[config.mk]
export PLATFORM = sky130hd
export DESIGN_NAME = fast_ethernet_tx_pcs_encoder
export DESIGN_NICKNAME = d
export VERILOG_FILES = /design/src/verilog/nibble_fifo.v /design/src/verilog/fast_ethernet_tx_pcs_encoder.v
export VERILOG_INCLUDE_DIRS = /design/src /design/src/verilog
export SDC_FILE = /design/constraint.sdc
export NUM_CORES = 1
export LEC_CHECK = 0
export BUFFER_PORTS_ARGS = -buffer_cell sky130_fd_sc_hd__buf_2
export CAP_MARGIN = 40
export CORE_UTILIZATION = 60
export CTS_CLUSTER_SIZE = 24
export DETAILED_ROUTE_END_ITERATION = 7
export HOLD_SLACK_MARGIN = 0.1
export PLACE_DENSITY = 0.77
export SYNTH_ARGS = -nofsm -noshare
export SYNTH_HDL_FRONTEND = slang
export SYNTH_SLANG_ARGS = --single-unit
[constraint.sdc]
create_clock -name clk_in -period 9.5 [get_ports clk_in]
set_input_delay 1.9 -clock clk_in [delete_from_list [all_inputs] [get_ports clk_in]]
set_output_delay 1.9 -clock clk_in [all_outputs]
set_load 0.1 [all_outputs]
[src/verilog/tx_pcs_defs.vh]
/*
 * Constants for the 100 Mbps transmit coding path: code-groups,
 * scrambler width and seed, clock rates and serial layout.
 * Assumes inclusion by bare name from the design files.
 */
`ifndef TX_PCS_DEFS_VH
`define TX_PCS_DEFS_VH

`define CG_J 5'h18
`define CG_K 5'h11
`define CG_T 5'h0d
`define CG_R 5'h07
`define CG_IDLE 5'h1f
`define CG_HALT 5'h04
`define CG_LPI 5'h00
`define LPI_NIBBLE 4'h1
`define SCR_WIDTH 11
`define SCR_SEED 11'h7ff
`define CG_WIDTH 5
`define NIBBLE_WIDTH 4
`define FIFO_DEPTH 16
`define SYM_CLK_MHZ 125
`define SYS_CLK_MHZ 200
`define REF_CLK_MHZ 50
`define LINE_MBPS 125

`endif

[src/verilog/nibble_fifo.v]
/*
 * Synchronous FIFO with valid/ready handshake on both sides.
 * Assumes one clock, active-low asynchronous reset and a clock enable.
 */
`timescale 1ns/1ps
module nibble_fifo #(
	parameter WIDTH = 6,
	parameter DEPTH = 16,
	parameter AW = 4
) (
	// Clock and reset
	input wire clk_in,
	input wire resetn_in,
	input wire ce_in,
	// Write side
	input wire wr_valid_in,
	output wire wr_ready_out,
	input wire [WIDTH-1:0] wr_data_in,
	// Read side
	output wire rd_valid_out,
	input wire rd_ready_in,
	output wire [WIDTH-1:0] rd_data_out
);

reg [WIDTH-1:0] mem [0:DEPTH-1];
reg [AW-1:0] wr_ptr_q;
reg [AW-1:0] rd_ptr_q;
reg [AW:0] count_q;
wire push;
wire pop;

assign wr_ready_out = (count_q != DEPTH[AW:0]);
assign rd_valid_out = (count_q != {(AW+1){1'b0}});
assign rd_data_out = mem[rd_ptr_q];
assign push = ce_in & wr_valid_in & wr_ready_out;
assign pop = ce_in & rd_valid_out & rd_ready_in;

always @(posedge clk_in) begin
	if (push) begin
		mem[wr_ptr_q] <= wr_data_in;
	end
end

always @(posedge clk_in or negedge resetn_in) begin
	if (!resetn_in) begin
		wr_ptr_q <= {AW{1'b0}};
		rd_ptr_q <= {AW{1'b0}};
		count_q <= {(AW+1){1'b0}};
	end else begin
		if (push) begin
			wr_ptr_q <= (wr_ptr_q == DEPTH[AW-1:0] - 1'b1) ?
				{AW{1'b0}} : wr_ptr_q + 1'b1;
		end
		if (pop) begin
			rd_ptr_q <= (rd_ptr_q == DEPTH[AW-1:0] - 1'b1) ?
				{AW{1'b0}} : rd_ptr_q + 1'b1;
		end
		if (push && !pop) begin
			count_q <= count_q + 1'b1;
		end else if (pop && !push) begin
			count_q <= count_q - 1'b1;
		end
	end
end

endmodule

[src/verilog/fast_ethernet_tx_pcs_encoder.v]
/*
 * Transmit coding path for 100 Mbps twisted pair: dibit assembly,
 * FIFO, 4B5B encoding with J/K, T/R, idle, halt and LPI injection,
 * serialisation, scrambling with bypass, NRZI, plus a code-group
 * checker. Assumes clk_in is the symbol clock and that the dibit
 * side presents a strobe once per reference-clock cycle.
 */
// Operation
// - Map each nibble to its data code-group
// - Replace first preamble byte with J/K
// - Remaining nibbles become data code-groups
// - Append T/R when enable drops
// - Send idle until next enable
// - Halt code-group marks errored nibbles inside a frame
// - LPI nibble with error maps to 00000
// - Decode flags invalid codes, and control codes inside data
// - Scrambler is closed-loop 11-bit LFSR
// - XOR each serial bit with LFSR
// - Scrambler bypass passes code unscrambled
// - NRZI stage always active
// - Line stream one bit per symbol
// - Sequencing follows standard transmit machine
// - Encode, scramble, NRZI, then driver
// - Two bits per reference cycle assembled
`timescale 1ns/1ps
`include "tx_pcs_defs.vh"
module fast_ethernet_tx_pcs_encoder #(
	parameter FIFO_DEPTH = `FIFO_DEPTH,
	parameter FIFO_AW = 4
) (
	// Clock, reset, enable
	input wire clk_in,
	input wire resetn_in,
	input wire ce_in,
	// Dibit side from the MAC
	input wire dibit_stb_in,
	input wire [1:0] tx_dibit_in,
	input wire tx_en_in,
	input wire tx_er_in,
	output reg dibit_ready_out,
	// Configuration
	input wire scr_bypass_in,
	// Line side
	output reg line_nrzi_out,
	output reg line_active_out,
	// Code-group checker
	input wire [4:0] chk_group_in,
	input wire chk_in_data_in,
	output reg chk_err_out,
	output reg [3:0] chk_nibble_out
);

localparam ST_IDLE = 3'h0;
localparam ST_K = 3'h1;
localparam ST_DATA = 3'h2;
localparam ST_R = 3'h3;
localparam ST_LPI = 3'h4;
localparam FW = 6;

////////////////////////////////////////////////////////////////////////
// Dibit assembly

reg [1:0] low_pair_q;
reg half_q;
reg fifo_wr_q;
reg [FW-1:0] fifo_wdata_q;
wire fifo_wr_ready;
wire fifo_rd_valid;
wire [FW-1:0] fifo_rdata;
reg fifo_pop;

always @(posedge clk_in or negedge resetn_in) begin
	if (!resetn_in) begin
		low_pair_q <= 2'h0;
		half_q <= 1'b0;
		fifo_wr_q <= 1'b0;
		fifo_wdata_q <= {FW{1'b0}};
		dibit_ready_out <= 1'b0;
	end else if (ce_in) begin
		dibit_ready_out <= fifo_wr_ready;
		if (fifo_wr_q && fifo_wr_ready) begin
			fifo_wr_q <= 1'b0;
		end
		if (dibit_stb_in && (tx_en_in || tx_er_in)) begin
			if (!half_q) begin
				low_pair_q <= tx_dibit_in;
				half_q <= 1'b1;
			end else begin
				fifo_wdata_q <= {tx_en_in, tx_er_in, tx_dibit_in,
					low_pair_q};
				fifo_wr_q <= 1'b1;
				half_q <= 1'b0;
			end
		end else if (dibit_stb_in) begin
			half_q <= 1'b0;
		end
	end
end

nibble_fifo #(
	.WIDTH(FW),
	.DEPTH(FIFO_DEPTH),
	.AW(FIFO_AW)
) u_fifo (
	.clk_in(clk_in),
	.resetn_in(resetn_in),
	.ce_in(ce_in),
	.wr_valid_in(fifo_wr_q),
	.wr_ready_out(fifo_wr_ready),
	.wr_data_in(fifo_wdata_q),
	.rd_valid_out(fifo_rd_valid),
	.rd_ready_in(fifo_pop),
	.rd_data_out(fifo_rdata)
);

////////////////////////////////////////////////////////////////////////
// 4B5B table

function [4:0] enc4b5b;
	input [3:0] n;
	begin
		case (n)
		4'h0: enc4b5b = 5'h1e;
		4'h1: enc4b5b = 5'h09;
		4'h2: enc4b5b = 5'h14;
		4'h3: enc4b5b = 5'h15;
		4'h4: enc4b5b = 5'h0a;
		4'h5: enc4b5b = 5'h0b;
		4'h6: enc4b5b = 5'h0e;
		4'h7: enc4b5b = 5'h0f;
		4'h8: enc4b5b = 5'h12;
		4'h9: enc4b5b = 5'h13;
		4'ha: enc4b5b = 5'h16;
		4'hb: enc4b5b = 5'h17;
		4'hc: enc4b5b = 5'h1a;
		4'hd: enc4b5b = 5'h1b;
		4'he: enc4b5b = 5'h1c;
		default: enc4b5b = 5'h1d;
		endcase
	end
endfunction

////////////////////////////////////////////////////////////////////////
// Frame sequencer, one code-group per five symbol clocks

reg [2:0] state_q;
reg [2:0] state_d;
reg [4:0] group_d;
reg [4:0] shift_q;
reg [2:0] bit_cnt_q;
reg skip_q;
reg skip_d;
wire group_due;
wire f_en;
wire f_er;
wire [3:0] f_nib;

assign group_due = (bit_cnt_q == 3'h0);
assign f_en = fifo_rdata[5];
assign f_er = fifo_rdata[4];
assign f_nib = fifo_rdata[3:0];

always @* begin
	state_d = state_q;
	group_d = `CG_IDLE;
	skip_d = skip_q;
	fifo_pop = 1'b0;
	if (group_due) begin
		case (state_q)
		ST_IDLE: begin
			group_d = `CG_IDLE;
			if (fifo_rd_valid && f_en) begin
				group_d = `CG_J;
				fifo_pop = 1'b1;
				skip_d = 1'b1;
				state_d = ST_K;
			end else if (fifo_rd_valid && f_er &&
				f_nib == `LPI_NIBBLE) begin
				group_d = `CG_LPI;
				fifo_pop = 1'b1;
				state_d = ST_LPI;
			end else if (fifo_rd_valid) begin
				fifo_pop = 1'b1;
			end
		end
		ST_K: begin
			// second preamble nibble absorbed by K
			group_d = `CG_K;
			// Limitation: a nibble late for K is sent as data
			if (skip_q && fifo_rd_valid && f_en) begin
				fifo_pop = 1'b1;
				skip_d = 1'b0;
			end
			state_d = ST_DATA;
		end
		ST_DATA: begin
			if (fifo_rd_valid && f_en) begin
				fifo_pop = 1'b1;
				if (f_er) begin
					group_d = `CG_HALT;
				end else begin
					group_d = enc4b5b(f_nib);
				end
			end else begin
				group_d = `CG_T;
				state_d = ST_R;
			end
		end
		ST_R: begin
			group_d = `CG_R;
			state_d = ST_IDLE;
		end
		ST_LPI: begin
			group_d = `CG_LPI;
			if (fifo_rd_valid) begin
				fifo_pop = !f_en && f_er && f_nib == `LPI_NIBBLE;
				if (!fifo_pop) begin
					group_d = `CG_IDLE;
					state_d = ST_IDLE;
				end
			end else begin
				group_d = `CG_IDLE;
				state_d = ST_IDLE;
			end
		end
		default: begin
			state_d = ST_IDLE;
		end
		endcase
	end
end

////////////////////////////////////////////////////////////////////////
// Serialiser, scrambler and NRZI

reg [`SCR_WIDTH-1:0] lfsr_q;
wire lfsr_fb;
wire nrz_bit;
wire scr_bit;
wire [4:0] load_group;

assign load_group = group_d;
// x^11 + x^9 + 1 closed loop
assign lfsr_fb = lfsr_q[10] ^ lfsr_q[8];
// MSB of the code-group leaves first
assign nrz_bit = group_due ? load_group[4] : shift_q[4];
assign scr_bit = scr_bypass_in ? nrz_bit : (nrz_bit ^ lfsr_fb);

always @(posedge clk_in or negedge resetn_in) begin
	if (!resetn_in) begin
		state_q <= ST_IDLE;
		skip_q <= 1'b0;
		shift_q <= `CG_IDLE;
		bit_cnt_q <= 3'h0;
		lfsr_q <= `SCR_SEED;
		line_nrzi_out <= 1'b0;
		line_active_out <= 1'b0;
	end else if (ce_in) begin
		state_q <= state_d;
		skip_q <= skip_d;
		// one line bit every symbol clock
		if (group_due) begin
			shift_q <= {load_group[3:0], 1'b0};
			bit_cnt_q <= 3'h4;
		end else begin
			shift_q <= {shift_q[3:0], 1'b0};
			bit_cnt_q <= bit_cnt_q - 3'h1;
		end
		lfsr_q <= {lfsr_q[9:0], lfsr_fb};
		line_nrzi_out <= line_nrzi_out ^ scr_bit;
		line_active_out <= (state_q != ST_IDLE);
	end
end

////////////////////////////////////////////////////////////////////////
// Code-group checker for the receive direction

always @(posedge clk_in or negedge resetn_in) begin
	if (!resetn_in) begin
		chk_err_out <= 1'b0;
		chk_nibble_out <= 4'h0;
	end else if (ce_in) begin
		chk_err_out <= 1'b0;
		chk_nibble_out <= 4'h0;
		case (chk_group_in)
		5'h1e: chk_nibble_out <= 4'h0;
		5'h09: chk_nibble_out <= 4'h1;
		5'h14: chk_nibble_out <= 4'h2;
		5'h15: chk_nibble_out <= 4'h3;
		5'h0a: chk_nibble_out <= 4'h4;
		5'h0b: chk_nibble_out <= 4'h5;
		5'h0e: chk_nibble_out <= 4'h6;
		5'h0f: chk_nibble_out <= 4'h7;
		5'h12: chk_nibble_out <= 4'h8;
		5'h13: chk_nibble_out <= 4'h9;
		5'h16: chk_nibble_out <= 4'ha;
		5'h17: chk_nibble_out <= 4'hb;
		5'h1a: chk_nibble_out <= 4'hc;
		5'h1b: chk_nibble_out <= 4'hd;
		5'h1c: chk_nibble_out <= 4'he;
		5'h1d: chk_nibble_out <= 4'hf;
		`CG_IDLE, `CG_J, `CG_K, `CG_T, `CG_R: begin
			chk_err_out <= chk_in_data_in;
		end
		`CG_LPI: begin
			// LPI reported with error, no valid
			chk_nibble_out <= `LPI_NIBBLE;
			chk_err_out <= 1'b1;
		end
		default: begin
			chk_err_out <= 1'b1;
		end
		endcase
	end
end

endmodule

# Word level (Yosys, flattened, before mapping)
# Memory sizes are Yosys's and may differ from the RTL's.
# Index checks and enable logic that the tools add are counted.
# totals
ff_bits,54
latch_bits,0
wordCells,139
output_inout_bits,8
n_memories,2
in_bits,15
mem_bits_ro,80
ram_bits,96
# memory_table
name,depth,width,read_ports,rd_clocked_by_memory_dff,write_ports,line_no,source
u_fifo.mem,16,6,1,0,1,nibble_fifo.v:25,reg [WIDTH-1:0] mem [0:DEPTH-1];
(no name shown),16,5,1,0,0,fast_ethernet_tx_pcs_encoder.v:122,case (n)
# op_classes
n_div,0
eq_ne,34
n_shift,0
reduce_logical,31
n_lt_le_gt_ge,0
n_mux,42
bitwise,8
mul,0
n_addsub,5
# op_table
op,n
"== test 5 bit, second input constant",14
one-hot mux 4 bit (15 select lines),1
two-way mux 5 bit,9
"== test 5 x 4 -> 1 bit, second input constant",6
one-hot mux 5 bit (5 select lines),1
two-way mux 1 bit,19
two-way mux 3 bit,6
OR reduction 16 bit,1
one-hot mux 3 bit (4 select lines),1
logical AND 1 bit,11
AND reduction 5 bit,2
"adder 4 x 1 -> 4 bit, second input constant",2
"== test 4 bit, second input constant",2
two-way mux 4 bit,2
"== test 3 x 2 -> 1 bit, second input constant",2
logical NOT 3 bit,2
"inequality test 2 bit, second input constant",3
"inequality test 3 bit, second input constant",2
AND reduction 3 bit,2
nonzero test 2 bit,3
"adder 5 x 1 -> 5 bit, second input constant",1
"== test 5 x 3 -> 1 bit, second input constant",1
logical NOT 5 bit,1
"inequality test 5 bit, second input constant",1
other kinds (17),25

# Longest topological paths before layout
# Gate-level depths: netlist of run 1.
# logic_depth
ltp_word,11
mapped_depth,17
mapped_depth_nobuf,15

# Modules after synthesis
# From an unflattened synthesis of run 1, not the netlist that was laid out.
# unflattened
hier_cells,473
hier_area_um2,6765.2
# modules_own_cells
mod,n_inst,seq_area_each_um2,area_per_inst_um2,cells_per_inst
nibble_fifo,1,3208.1,4571.9,252
fast_ethernet_tx_pcs_encoder,1,1046.0,2193.4,221

# Worst setup path before layout of run 1
# No wires, ideal clock.
# synth_timing
path_kind,input to register
from,input port ce_in
to,register u_fifo.count_q[4]
slack_ns,5.526
arrival_time_ns,3.849
n_path_buf,0
setup_time_ns,0.125
cell_stages,11
required_time_ns,9.375
cell_sequence,nand2_1 > a2111oi_4 > inv_1 > ha_1 > inv_1 > ha_1 > a21o_1 > a21oi_1 > xnor2_1 > nor2_1 > xor2_1
# synth_via
elab_chain_len,5
elab_cells_between_ends,10
classes_between,mux (1); bitwise (4); reduce/logical (5)
# synth_rtl
element,line_no,source
start: declaration,fast_ethernet_tx_pcs_encoder.v:34,"input wire ce_in,"
AND 1 bit (on tied branches) (2 in series),"nibble_fifo.v:36, nibble_fifo.v:35",
logical NOT 1 bit (on tied branches),"nibble_fifo.v:58, nibble_fifo.v:60",
logical AND 1 bit (on tied branches),"nibble_fifo.v:58, nibble_fifo.v:60",
two-way mux 5 bit / nonzero test 2 bit (equally long branches),--,
end signal: assignment,nibble_fifo.v:48,count_q <= {(AW+1){1'b0}};
end signal: assignment,nibble_fifo.v:59,count_q <= count_q + 1'b1;
end signal: assignment,nibble_fifo.v:61,count_q <= count_q - 1'b1;
end: declaration,nibble_fifo.v:28,reg [AW:0] count_q;
# Parallel ways exist; a longest one is shown, timed or not.
# A chain may end at the register's enable or synchronous reset.

# Worst setup path in the final report of run 1
# layout_timing
from,register u_fifo.rd_ptr_q[0]
to,register u_fifo.count_q[4]
# layout_via
elab_chain_len,11
elab_cells_between_ends,22
classes_between,eq/ne (1); mux (8); bitwise (1); reduce/logical (11); memory (1)
# layout_rtl
element,line_no,source
start: declaration,nibble_fifo.v:27,reg [AW-1:0] rd_ptr_q;
start signal: assignment,nibble_fifo.v:47,rd_ptr_q <= {AW{1'b0}};
start signal: assignment,nibble_fifo.v:55,rd_ptr_q <= (rd_ptr_q == DEPTH[AW-1:0] - 1'b1) ?
memory read (16 x 6 bit) *,--,
== test 4 x 1 -> 1 bit (no line) (tied with other cells),--,
logical AND 1 bit (on tied branches),--,
two-way mux 1 bit / logical AND 1 bit (equally long branches),--,
two-way mux 1 bit (on tied branches),"fast_ethernet_tx_pcs_encoder.v:172, fast_ethernet_tx_pcs_encoder.v:215",
one-hot mux 1 bit (4 select lines) *,fast_ethernet_tx_pcs_encoder.v:169,case (state_q)
two-way mux 1 bit *,fast_ethernet_tx_pcs_encoder.v:168,if (group_due) begin
AND 1 bit *,nibble_fifo.v:36,assign pop = ce_in & rd_valid_out & rd_ready_in;
logical NOT 1 bit,nibble_fifo.v:58,if (push && !pop) begin
logical AND 1 bit,nibble_fifo.v:58,
two-way mux 5 bit / nonzero test 2 bit (equally long branches),--,
# Mark *: on every way between the ends. The rest lies on a longest branch, timed or not.

==> results of run 1 <==
where the power goes:
part / leakage (nW) / switching [mW] / internal [mW]
registers: 1.49 / 0.123 / 0.864
clock network: 0.291 / 0.280 / 0.388
logic: 0.961 / 0.363 / 0.274
cells by family (layout without fill, tap and decap cells):
logic type,Yosys count,after routing
flip-flops,150,150
AND/OR/NAND/NOR,120,120
AO/OA/AOI/OAI,73,73
multiplexers,57,57
buffers and inverters,39,74
XOR/XNOR,12,12
adder cells (fa/ha/maj),11,11
state kept, by name, summed over array words and instances (netlist names), 2 cells and up:
register	count
bit_cnt_q	3
chk_nibble_out	4
fifo_wdata_q	6
lfsr_q	11
low_pair_q	2
shift_q	5
state_q	3
u_fifo.count_q	5
u_fifo.mem	96
u_fifo.rd_ptr_q	4
u_fifo.wr_ptr_q	4
layout make-up:
class / instances / share of cell area
inverter: 16 / 0.00805
clock inverter: 14 / 0.0216
tap: 140 / 0.0235
multi-input combinational: 273 / 0.301
timing repair buffer: 26 / 0.0188
sequential: 150 / 0.570
clock buffer: 18 / 0.0574
how the worst max path moves through the flow:
stage / from / end / slack [ps] / depth (start not counted)
final: u_fifo.rd_ptr_q[0]$_DFFE_PN0P_ / u_fifo.count_q[4]$_DFFE_PN0P_ / 4940 / 16
after global routing: u_fifo.rd_ptr_q[0]$_DFFE_PN0P_ / u_fifo.count_q[4]$_DFFE_PN0P_ / 4730 / 16
after CTS: u_fifo.rd_ptr_q[0]$_DFFE_PN0P_ / u_fifo.count_q[4]$_DFFE_PN0P_ / 4980 / 16
after detailed placement: ce_in / u_fifo.count_q[4]$_DFFE_PN0P_ / 4470 / 12
after global placement: ce_in / u_fifo.count_q[4]$_DFFE_PN0P_ / 4560 / 12
after floorplan: ce_in / u_fifo.count_q[4]$_DFFE_PN0P_ / 5530 / 11
metal layers:
metal  vias up  wire, um  global-route usage
met1      1950      5340               0.320
met3        31       687              0.0660
met4         0       355               0.127
met2       135      6330               0.389
met5         -         0                   0
li1       1779         -                   -
cells in the mapped netlist, types with 3 or more instances:
library cell / count / share of area
edfxtp_1: 96 / 0.43
dfrtp_1: 38 / 0.14
nand2_1: 36 / 0.020
nor2_1: 28 / 0.016
mux4_2: 24 / 0.081
mux2_2: 21 / 0.035
o21ai_0: 20 / 0.015
and2_1: 18 / 0.017
dfstp_2: 16 / 0.063
inv_1: 15 / 0.0084
a21oi_1: 13 / 0.0098
clkbuf_1: 12 / 0.0068
ha_1: 10 / 0.019
mux2i_1: 10 / 0.015
nand3_1: 8 / 0.0060
nand2b_1: 7 / 0.0066
xnor2_1: 7 / 0.0092
a31oi_1: 6 / 0.0056
buf_2: 5 / 0.0038
nor3_1: 5 / 0.0038
xor2_1: 5 / 0.0066
a21o_1: 4 / 0.0045
nor2b_1: 4 / 0.0038
o211ai_1: 4 / 0.0045
a221oi_1: 3 / 0.0039
and3_1: 3 / 0.0028
buf_1: 3 / 0.0017
nor4_1: 3 / 0.0028
o22ai_1: 3 / 0.0028
stage by stage:
stage | instances | setup slack, ps | total power [mW]
after floorplan | 462 | 5530 | 1.47
after global placement | 605 | 4560 | 1.60
after detailed placement | 605 | 4470 | 1.63
after CTS | 637 | 4980 | 2.30
after global routing | 637 | 4730 | 2.41
final | 637 | 4940 | 2.29
critical path: cells and delay by family (launching register included):
kind,cells,cell delay (ps)
muxes,3,980
AOI/OAI and AO/OA,3,950
and+or+nand+nor,3,790
adders and majority gates,2,550
buffers and inverters,3,530
DFF,1,330
xor gates and xnor gates,2,280
==> impl_metrics.env, run 1 <==
export IMPL_status="finished clean"
export IMPL_ant_nets=0
export IMPL_area_delta_synth_final_pct=11.9
export IMPL_cts_reportedPaths_clkPinSlew_ps=70
export IMPL_synth_compound_area_frac=0.0751
export IMPL_syn_inst=462
export IMPL_cts_made_buffers=17
export IMPL_final_util=0.688
export IMPL_max_cap_violations=0
export IMPL_setup_viol=0
export IMPL_cts_hold_buf=0
export IMPL_ir_worst_vdd_uv=235
export IMPL_yosysWarnings=0
export IMPL_place_congestion=0.853
export IMPL_worstMarginPinSlew_ps=709
export IMPL_dpl_cell_area_um2=6870
export IMPL_n_antenna_cell=0
export IMPL_reg2reg_from="u_fifo.rd_ptr_q[0]$_DFFE_PN0P_"
export IMPL_fillers=706
export IMPL_vias=3895
export IMPL_hold_class="register to register"
export IMPL_insertion_delay_ps=550
export IMPL_ys_seq_area_frac=0.638
export IMPL_io_buffers=22
export IMPL_layout_commonest_cell="edfxtp_1"
export IMPL_grt_overflow_total=0
export IMPL_synth_edff_count=96
export IMPL_timing_final_crit_share=0.480
export IMPL_rr_worst_depth=16
export IMPL_layout_area_seq_um2=4250
export IMPL_grt_max_degree=55
export IMPL_cts_root_buf="clkbuf_8"
export IMPL_clockBufferDepth=2
export IMPL_grt_pass1_wl_um=20400
export IMPL_final_layout_size_suffix_gt1_frac=0.254
export IMPL_async_flop_share=0.360
export IMPL_rsz0062_at_grt="no"
export IMPL_start_kind="register"
export IMPL_groute_usage_overall=0.248
export IMPL_cts_htree_levels=4
export IMPL_multi_input_area_um2=2240
export IMPL_wl_per_cell_um=20.0
export IMPL_cts_resized=0
export IMPL_synth_distinct_cells=59
export IMPL_tritoncts="done"
export IMPL_worstHoldEndpoint="line_nrzi_out$_DFFE_PN0P_"
export IMPL_tns_ps=0
export IMPL_synth_nets=488
export IMPL_dp_hpwl_um=8290
export IMPL_post_route_min_period_ps=4560
export IMPL_holdWs_ps=471
export IMPL_rrSetupSlack_ps=4940
export IMPL_max_slew_margin_rel=0.527
export IMPL_fp_dieArea_um2=11500
export IMPL_via_per_inst=6.11
export IMPL_yosys_most_used_dff="edfxtp_1"
export IMPL_wirelength_um=12700
export IMPL_ioPinCount=23
export IMPL_slowest_stage="a2111oi_4"
export IMPL_die_w_um=107
export IMPL_core_um2=10800
export IMPL_path_cells="buf_4 > mux4_2 > mux2i_1 > mux2i_1 > nor4b_2 > nand3_2 > a2111oi_4 > inv_1 > ha_1 > inv_1 > ha_1 > a21o_1 > a21oi_1 > xnor2_1 > nor2_1 > xor2_1"
export IMPL_drc_errors=0
export IMPL_hold_viol_final=0
export IMPL_synth_fa_ha_area_frac=0.0218
export IMPL_critical_path_class="register to register"
export IMPL_hp_start="line_nrzi_out$_DFFE_PN0P_"
export IMPL_firstDrtPassIters=5
export IMPL_regToRegEndpoint="u_fifo.count_q[4]$_DFFE_PN0P_"
export IMPL_critPathCaptureType="register"
export IMPL_drt_iter0_drc=316
export IMPL_synth_mux_area_frac=0.135
export IMPL_nNetsFinal=510
export IMPL_required_ps=9930
export IMPL_finish_instance_area_um2=7460
export IMPL_cts_sinks=150
export IMPL_post_cts_buffers=0
export IMPL_arrival_ps=4990
export IMPL_final_cell_mix="96 x edfxtp_1, 38 x dfrtp_1, 36 x nand2_1"
export IMPL_whs_path_depth=1
export IMPL_p_leak_nw=2.74
export IMPL_cp_max_fo=21
export IMPL_netlist_area_um2=6670
export IMPL_synth_top_family_by_area="multiplexers"
export IMPL_cpPeakStageDelay_ps=570
export IMPL_initial_core_util=0.615
export IMPL_pwr_density_cell_nw_per_um2=307
export IMPL_synth_simple_area_share=0.0888
export IMPL_drv_slew=0
export IMPL_synth_xor_area_frac=0.0158
export IMPL_synth_seq_cells=150
export IMPL_avgSynthCellArea_um2=14.4
export IMPL_antenna_found_initial=0
export IMPL_fp_dieH_um=107
export IMPL_first_global_vias=3919
export IMPL_rows=38
export IMPL_max_freq_ghz=0.219
export IMPL_finalClockSkew_ps=14.7
(Power assumes the default switching activity.)
==> run 2: changes to the inputs <==
clock period = 4.2 ns   (was 9.5 ns; I/O delays follow)
==> run 2 against run 1 <==
Fmax is 16% higher. Clock power up 110%. Wire length decreased by 2.6%. Cell count is 0.94% higher. Die area unchanged. Register-to-register slack got worse by 4700 ps. Combinational power increased by 130%. First-iteration DRC count is 12% lower. Worst setup slack worse by 4700 ps. Sequential cell count unchanged. Count of clock-buffer cells in the layout unchanged. Sequential power grew 130%. Critical endpoint unchanged. Largest cell class unchanged.
==> impl_metrics.env, run 2 (synthesis results as in run 1) <==
export IMPL_status="finished clean"
export IMPL_tns_ps=0
export IMPL_grt_overflow_total=0
export IMPL_arrival_ps=4330
export IMPL_dp_hpwl_um=8570
export IMPL_pwr_density_cell_nw_per_um2=684
export IMPL_final_cell_mix="96 x edfxtp_1, 38 x dfrtp_1, 36 x nand2_1"
export IMPL_hold_class="primary input to async pin"
export IMPL_final_cells=643
export IMPL_antenna_found_initial=0
export IMPL_final_layout_size_suffix_gt1_frac=0.266
export IMPL_setup_viol=0
export IMPL_ioPinCount=23
export IMPL_largest_reg_flops=96
export IMPL_cpPeakStageDelay_ps=520
export IMPL_max_cap_violations=0
export IMPL_first_global_vias=3929
export IMPL_grt_max_degree=44
export IMPL_clockBufferDepth=2
export IMPL_firstDrtPassIters=7
export IMPL_max_freq_ghz=0.255
export IMPL_area_delta_synth_final_pct=12.9
export IMPL_critPathCaptureType="register"
export IMPL_initial_core_util=0.615
export IMPL_grt_pass1_wl_um=20100
export IMPL_hold_viol_final=0
export IMPL_cts_htree_levels=4
export IMPL_max_slew_margin_rel=0.592
export IMPL_regToRegEndpoint="u_fifo.count_q[4]$_DFFE_PN0P_"
export IMPL_drc_errors=0
export IMPL_place_congestion=0.867
export IMPL_ant_nets=0
export IMPL_fp_dieH_um=107
export IMPL_insertion_delay_ps=530
export IMPL_ir_worst_vdd_uv=513
export IMPL_rsz0062_at_grt="no"
export IMPL_top_regs="u_fifo.mem (96), lfsr_q (11), fifo_wdata_q (6)"
export IMPL_fp_dieArea_um2=11500
export IMPL_drt_iter0_drc=278
export IMPL_rr_worst_depth=16
export IMPL_cts_root_buf="clkbuf_8"
export IMPL_rrSetupSlack_ps=280
export IMPL_io_buffers=22
export IMPL_required_ps=4610
export IMPL_wl_per_cell_um=19.3
export IMPL_reg2reg_from="u_fifo.rd_ptr_q[0]$_DFFE_PN0P_"
export IMPL_finalClockSkew_ps=12.3
export IMPL_p_leak_nw=2.77
export IMPL_cts_reportedPaths_clkPinSlew_ps=70
export IMPL_post_route_min_period_ps=3920
export IMPL_core_um2=10800
export IMPL_layout_commonest_cell="edfxtp_1"
export IMPL_path_cells="buf_12 > mux4_2 > mux2i_1 > mux2i_1 > nor4b_4 > nand3_2 > a2111oi_4 > inv_1 > ha_1 > inv_1 > ha_1 > a21o_1 > a21oi_1 > xnor2_1 > nor2_1 > xor2_1"
export IMPL_cts_hold_buf=0
export IMPL_groute_usage_overall=0.243
export IMPL_slowest_stage="mux4_2"
export IMPL_n_antenna_cell=0
export IMPL_timing_final_crit_share=0.934
export IMPL_wirelength_um=12400
export IMPL_worstMarginPinSlew_ps=612
export IMPL_drv_slew=0
export IMPL_regMostFlops="u_fifo.mem"
export IMPL_start_kind="register"
export IMPL_cts_sinks=150
export IMPL_rows=38
export IMPL_critical_path_class="register to register"
export IMPL_nNetsFinal=516
export IMPL_dp_cells=610
export IMPL_die_w_um=107
export IMPL_fillers=712
export IMPL_cp_max_fo=21
export IMPL_via_per_inst=5.96
export IMPL_cts_made_buffers=17
export IMPL_vias=3835
export IMPL_tritoncts="done"
[run 2: cell types whose count changed in the layout (fill, tap and decap cells not counted), sizes merged]
cell,delta
clkinvlp,+2
buf,+6
bufinv,-2
[run 2: power by group]
part	internal [mW]	switching (mW)
logic	0.674	0.816
clock network	0.787	0.637
registers	1.96	0.282
total	3.42	1.74
[run 2: cell type report]
class,instances,area [um2],share of cell area
repair buffers,32,210,0.0279
clock inverters,14,134,0.0178
clock buffers,18,439,0.0583
flip-flops and latches,150,4250,0.565
multi-input cells,273,2260,0.300
well taps,140,175,0.0233
inverters,16,60.1,0.00798
[run 2: timing repair]
action | CTS | global route
endpoints found under the setup margin | 0 | 2
buffers inserted | 0 | 1
resized for setup | 0 | 3
[run 2: worst max path at each step]
stage                                     to  slack, ps                           start  cells past startpoint
2_1_floorplan  u_fifo.count_q[4]$_DFFE_PN0P_        450  u_fifo.rd_ptr_q[1]$_DFFE_PN0P_                     17
3_3_place_gp   u_fifo.count_q[4]$_DFFE_PN0P_        330  u_fifo.rd_ptr_q[0]$_DFFE_PN0P_                     16
3_5_place_dp   u_fifo.count_q[4]$_DFFE_PN0P_        170  u_fifo.rd_ptr_q[0]$_DFFE_PN0P_                     16
4_1_cts        u_fifo.count_q[4]$_DFFE_PN0P_        160  u_fifo.rd_ptr_q[0]$_DFFE_PN0P_                     16
5_1_grt        u_fifo.count_q[4]$_DFFE_PN0P_         30  u_fifo.rd_ptr_q[3]$_DFFE_PN0P_                     15
6_report       u_fifo.count_q[4]$_DFFE_PN0P_        280  u_fifo.rd_ptr_q[0]$_DFFE_PN0P_                     16
[run 2: metal layers]
layer,up-vias,GRT usage,routed length (um)
met3,14,0.0708,570
met2,95,0.402,6300
li1,1792,-,-
met4,0,0.0871,196
met5,-,0,0
met1,1934,0.306,5320
[run 2: critical path: cells and delay by family, from the launching register on]
family          cells  cell delay [ps]
xor+xnor            2              280
compound gates      3              750
mux                 3              930
fa+ha+maj           2              540
buf+inv             3              400
flops               1              380
simple gates        3              520
[run 2: stage by stage]
stage                     area [um2]  utilization  total power [mW]  hold slack (ps)  setup WS, ps
after floorplan                 6670            -              3.32              451           454
final                           7530        0.694              5.15              203           279
after global placement          6930        0.640              3.64              457           330
after detailed placement        6930        0.640              3.72              469           168
after CTS                       7510        0.693              5.15              178           162
after global routing            7530        0.694              5.43              197          27.0
==> run 3: changes to the inputs <==
==> constraint.sdc (replaced) <==
create_clock -name clk_in -period 4.2 [get_ports clk_in]
set_input_delay 0.21 -clock clk_in [delete_from_list [all_inputs] [get_ports clk_in]]
set_output_delay 0.21 -clock clk_in [all_outputs]
set_load 0.1 [all_outputs]
==> run 3 against run 2 <==
Register-to-register slack barely moved. Fmax fell by 0.32%. Global-route usage rose by 0.82 points. Clock power barely moved. Non-clock buffer count rose by 15. First-iteration DRC count rose by 16%. Hold slack got worse by 48 ps. Sequential share of layout area fell by 0.83 points.
==> impl_metrics.env, run 3 (synthesis results as in run 1) <==
export IMPL_status="finished clean"
export IMPL_groute_usage_overall=0.251
export IMPL_hold_viol_final=0
export IMPL_cts_made_buffers=17
export IMPL_area_delta_synth_final_pct=14.6
export IMPL_drv_slew=0
export IMPL_rows=38
export IMPL_holdWs_ps=155
export IMPL_drt_iter0_drc=323
export IMPL_max_slew_margin_rel=0.530
export IMPL_antenna_found_initial=0
export IMPL_drc_errors=0
export IMPL_nNetsFinal=531
export IMPL_p_leak_nw=2.83
export IMPL_slowest_stage="dfrtp_1"
export IMPL_cts_reportedPaths_clkPinSlew_ps=70
export IMPL_cpPeakStageDelay_ps=670
export IMPL_first_global_vias=3883
export IMPL_critical_path_class="register to register"
export IMPL_critPathCaptureType="register"
export IMPL_final_layout_size_suffix_gt1_frac=0.261
export IMPL_ant_nets=0
export IMPL_place_congestion=0.899
export IMPL_pwr_density_cell_nw_per_um2=676
export IMPL_ioPinCount=23
export IMPL_rrSetupSlack_ps=270
export IMPL_tritoncts="done"
export IMPL_wirelength_um=13100
export IMPL_max_cap_violations=0
export IMPL_clockBufferDepth=2
export IMPL_final_cell_mix="96 x edfxtp_1, 38 x dfrtp_1, 36 x nand2_1"
export IMPL_vias=3957
export IMPL_path_cells="mux4_2 > mux2_2 > o21a_1 > nor3_2 > nand3_2 > a2111oi_4 > inv_1 > ha_1 > inv_1 > ha_1 > a21o_1 > a21oi_1 > xnor2_1 > nor2_1 > xor2_1"
export IMPL_cp_max_fo=13
export IMPL_hold_class="primary input to register"
export IMPL_arrival_ps=4350
export IMPL_via_per_inst=6.01
export IMPL_required_ps=4610
export IMPL_fp_dieArea_um2=11500
export IMPL_final_util=0.705
export IMPL_grt_overflow_total=0
export IMPL_grt_max_degree=55
export IMPL_io_buffers=22
export IMPL_reg2reg_from="u_fifo.rd_ptr_q[3]$_DFFE_PN0P_"
export IMPL_max_freq_ghz=0.254
export IMPL_hp_start="chk_group_in[1]"
export IMPL_grt_pass1_wl_um=20600
export IMPL_regMostFlops="u_fifo.mem"
export IMPL_cts_htree_levels=4
export IMPL_fillers=677
export IMPL_largest_reg_flops=96
export IMPL_initial_core_util=0.615
export IMPL_firstDrtPassIters=5
export IMPL_fp_dieH_um=107
export IMPL_worstMarginPinSlew_ps=705
export IMPL_insertion_delay_ps=530
export IMPL_post_route_min_period_ps=3930
export IMPL_n_antenna_cell=0
export IMPL_finalClockSkew_ps=12.1
export IMPL_top_regs="u_fifo.mem (96), lfsr_q (11), fifo_wdata_q (6)"
export IMPL_dp_hpwl_um=8470
export IMPL_startpoint="u_fifo.rd_ptr_q[3]$_DFFE_PN0P_"
export IMPL_die_w_um=107
export IMPL_layout_commonest_cell="edfxtp_1"
export IMPL_core_um2=10800
export IMPL_cts_root_buf="clkbuf_8"
export IMPL_ir_worst_vdd_uv=558
export IMPL_timing_final_crit_share=0.937
export IMPL_setup_viol=0
export IMPL_cts_sinks=150
export IMPL_wl_per_cell_um=19.8
export IMPL_start_kind="register"
export IMPL_tns_ps=0
-- run 3: path summary, 6_finish.rpt --
path                                            endpoint  depth (start not counted)
min in group asynchronous         state_q[0]$_DFFE_PN0P_                          3
max in group asynchronous             half_q$_DFFE_PN0P_                          3
setup / recovery           u_fifo.count_q[4]$_DFFE_PN0P_                         15
setup reg to reg           u_fifo.count_q[4]$_DFFE_PN0P_                         15
hold / removal             chk_nibble_out[2]$_DFFE_PN0P_                          4
hold reg to reg              dibit_ready_out$_DFFE_PN0P_                          1
-- run 3: cell type report --
cell class | count | area (um2) | area share
sequential | 150 | 4250 | 0.557
multi-input combinational | 273 | 2250 | 0.294
clock buffer | 18 | 418 | 0.0547
timing repair buffer | 47 | 347 | 0.0454
tap | 140 | 175 | 0.0229
clock inverter | 14 | 140 | 0.0183
inverter | 16 | 60.1 | 0.00786
-- run 3: timing repair --
item                                   4_1_cts  5_1_grt
endpoints found under the hold margin       52        0
resized for setup                            0        3
buffers inserted                             0        1
hold buffers                                13        0
setup endpoints to repair                    0        1
-- run 3: worst max-delay path, delay by kind of cell (launching register included) --
| kind | cells | cell delay [ps] |
|---|---|---|
| DFF | 1 | 670 |
| muxes | 2 | 690 |
| AOI/OAI and AO/OA | 4 | 960 |
| and+or+nand+nor | 3 | 470 |
| buffers and inverters | 2 | 200 |
| xor gates and xnor gates | 2 | 280 |
| adders and majority gates | 2 | 530 |
-- run 3: per-stage QoR --
step / power [mW] / std cells / setup slack (ps) / area [um2]
floorplan: 3.32 / 462 / 454 / 6670
global placement: 3.64 / 612 / 332 / 6940
detailed placement: 3.71 / 612 / 235 / 6940
CTS: 5.18 / 657 / 170 / 7620
global route: 5.44 / 658 / -14.5 / 7640
finish: 5.17 / 658 / 266 / 7640
-- run 3: report_power, final --
group          total (mW)  switching, mW  leakage, nW  internal [mW]
clock                1.44          0.632        0.277          0.806
combinational        1.49          0.814         1.06          0.679
sequential           2.24          0.283         1.49           1.96
-- run 3: layer usage --
metal  vias to the layer above  global-route usage  part of all wire
met5                         -                   0                 0
met4                         0               0.135             0.031
met3                        33              0.0708             0.058
met2                       139               0.395              0.50
met1                      1961               0.318              0.42
li1                       1824                   -                 -
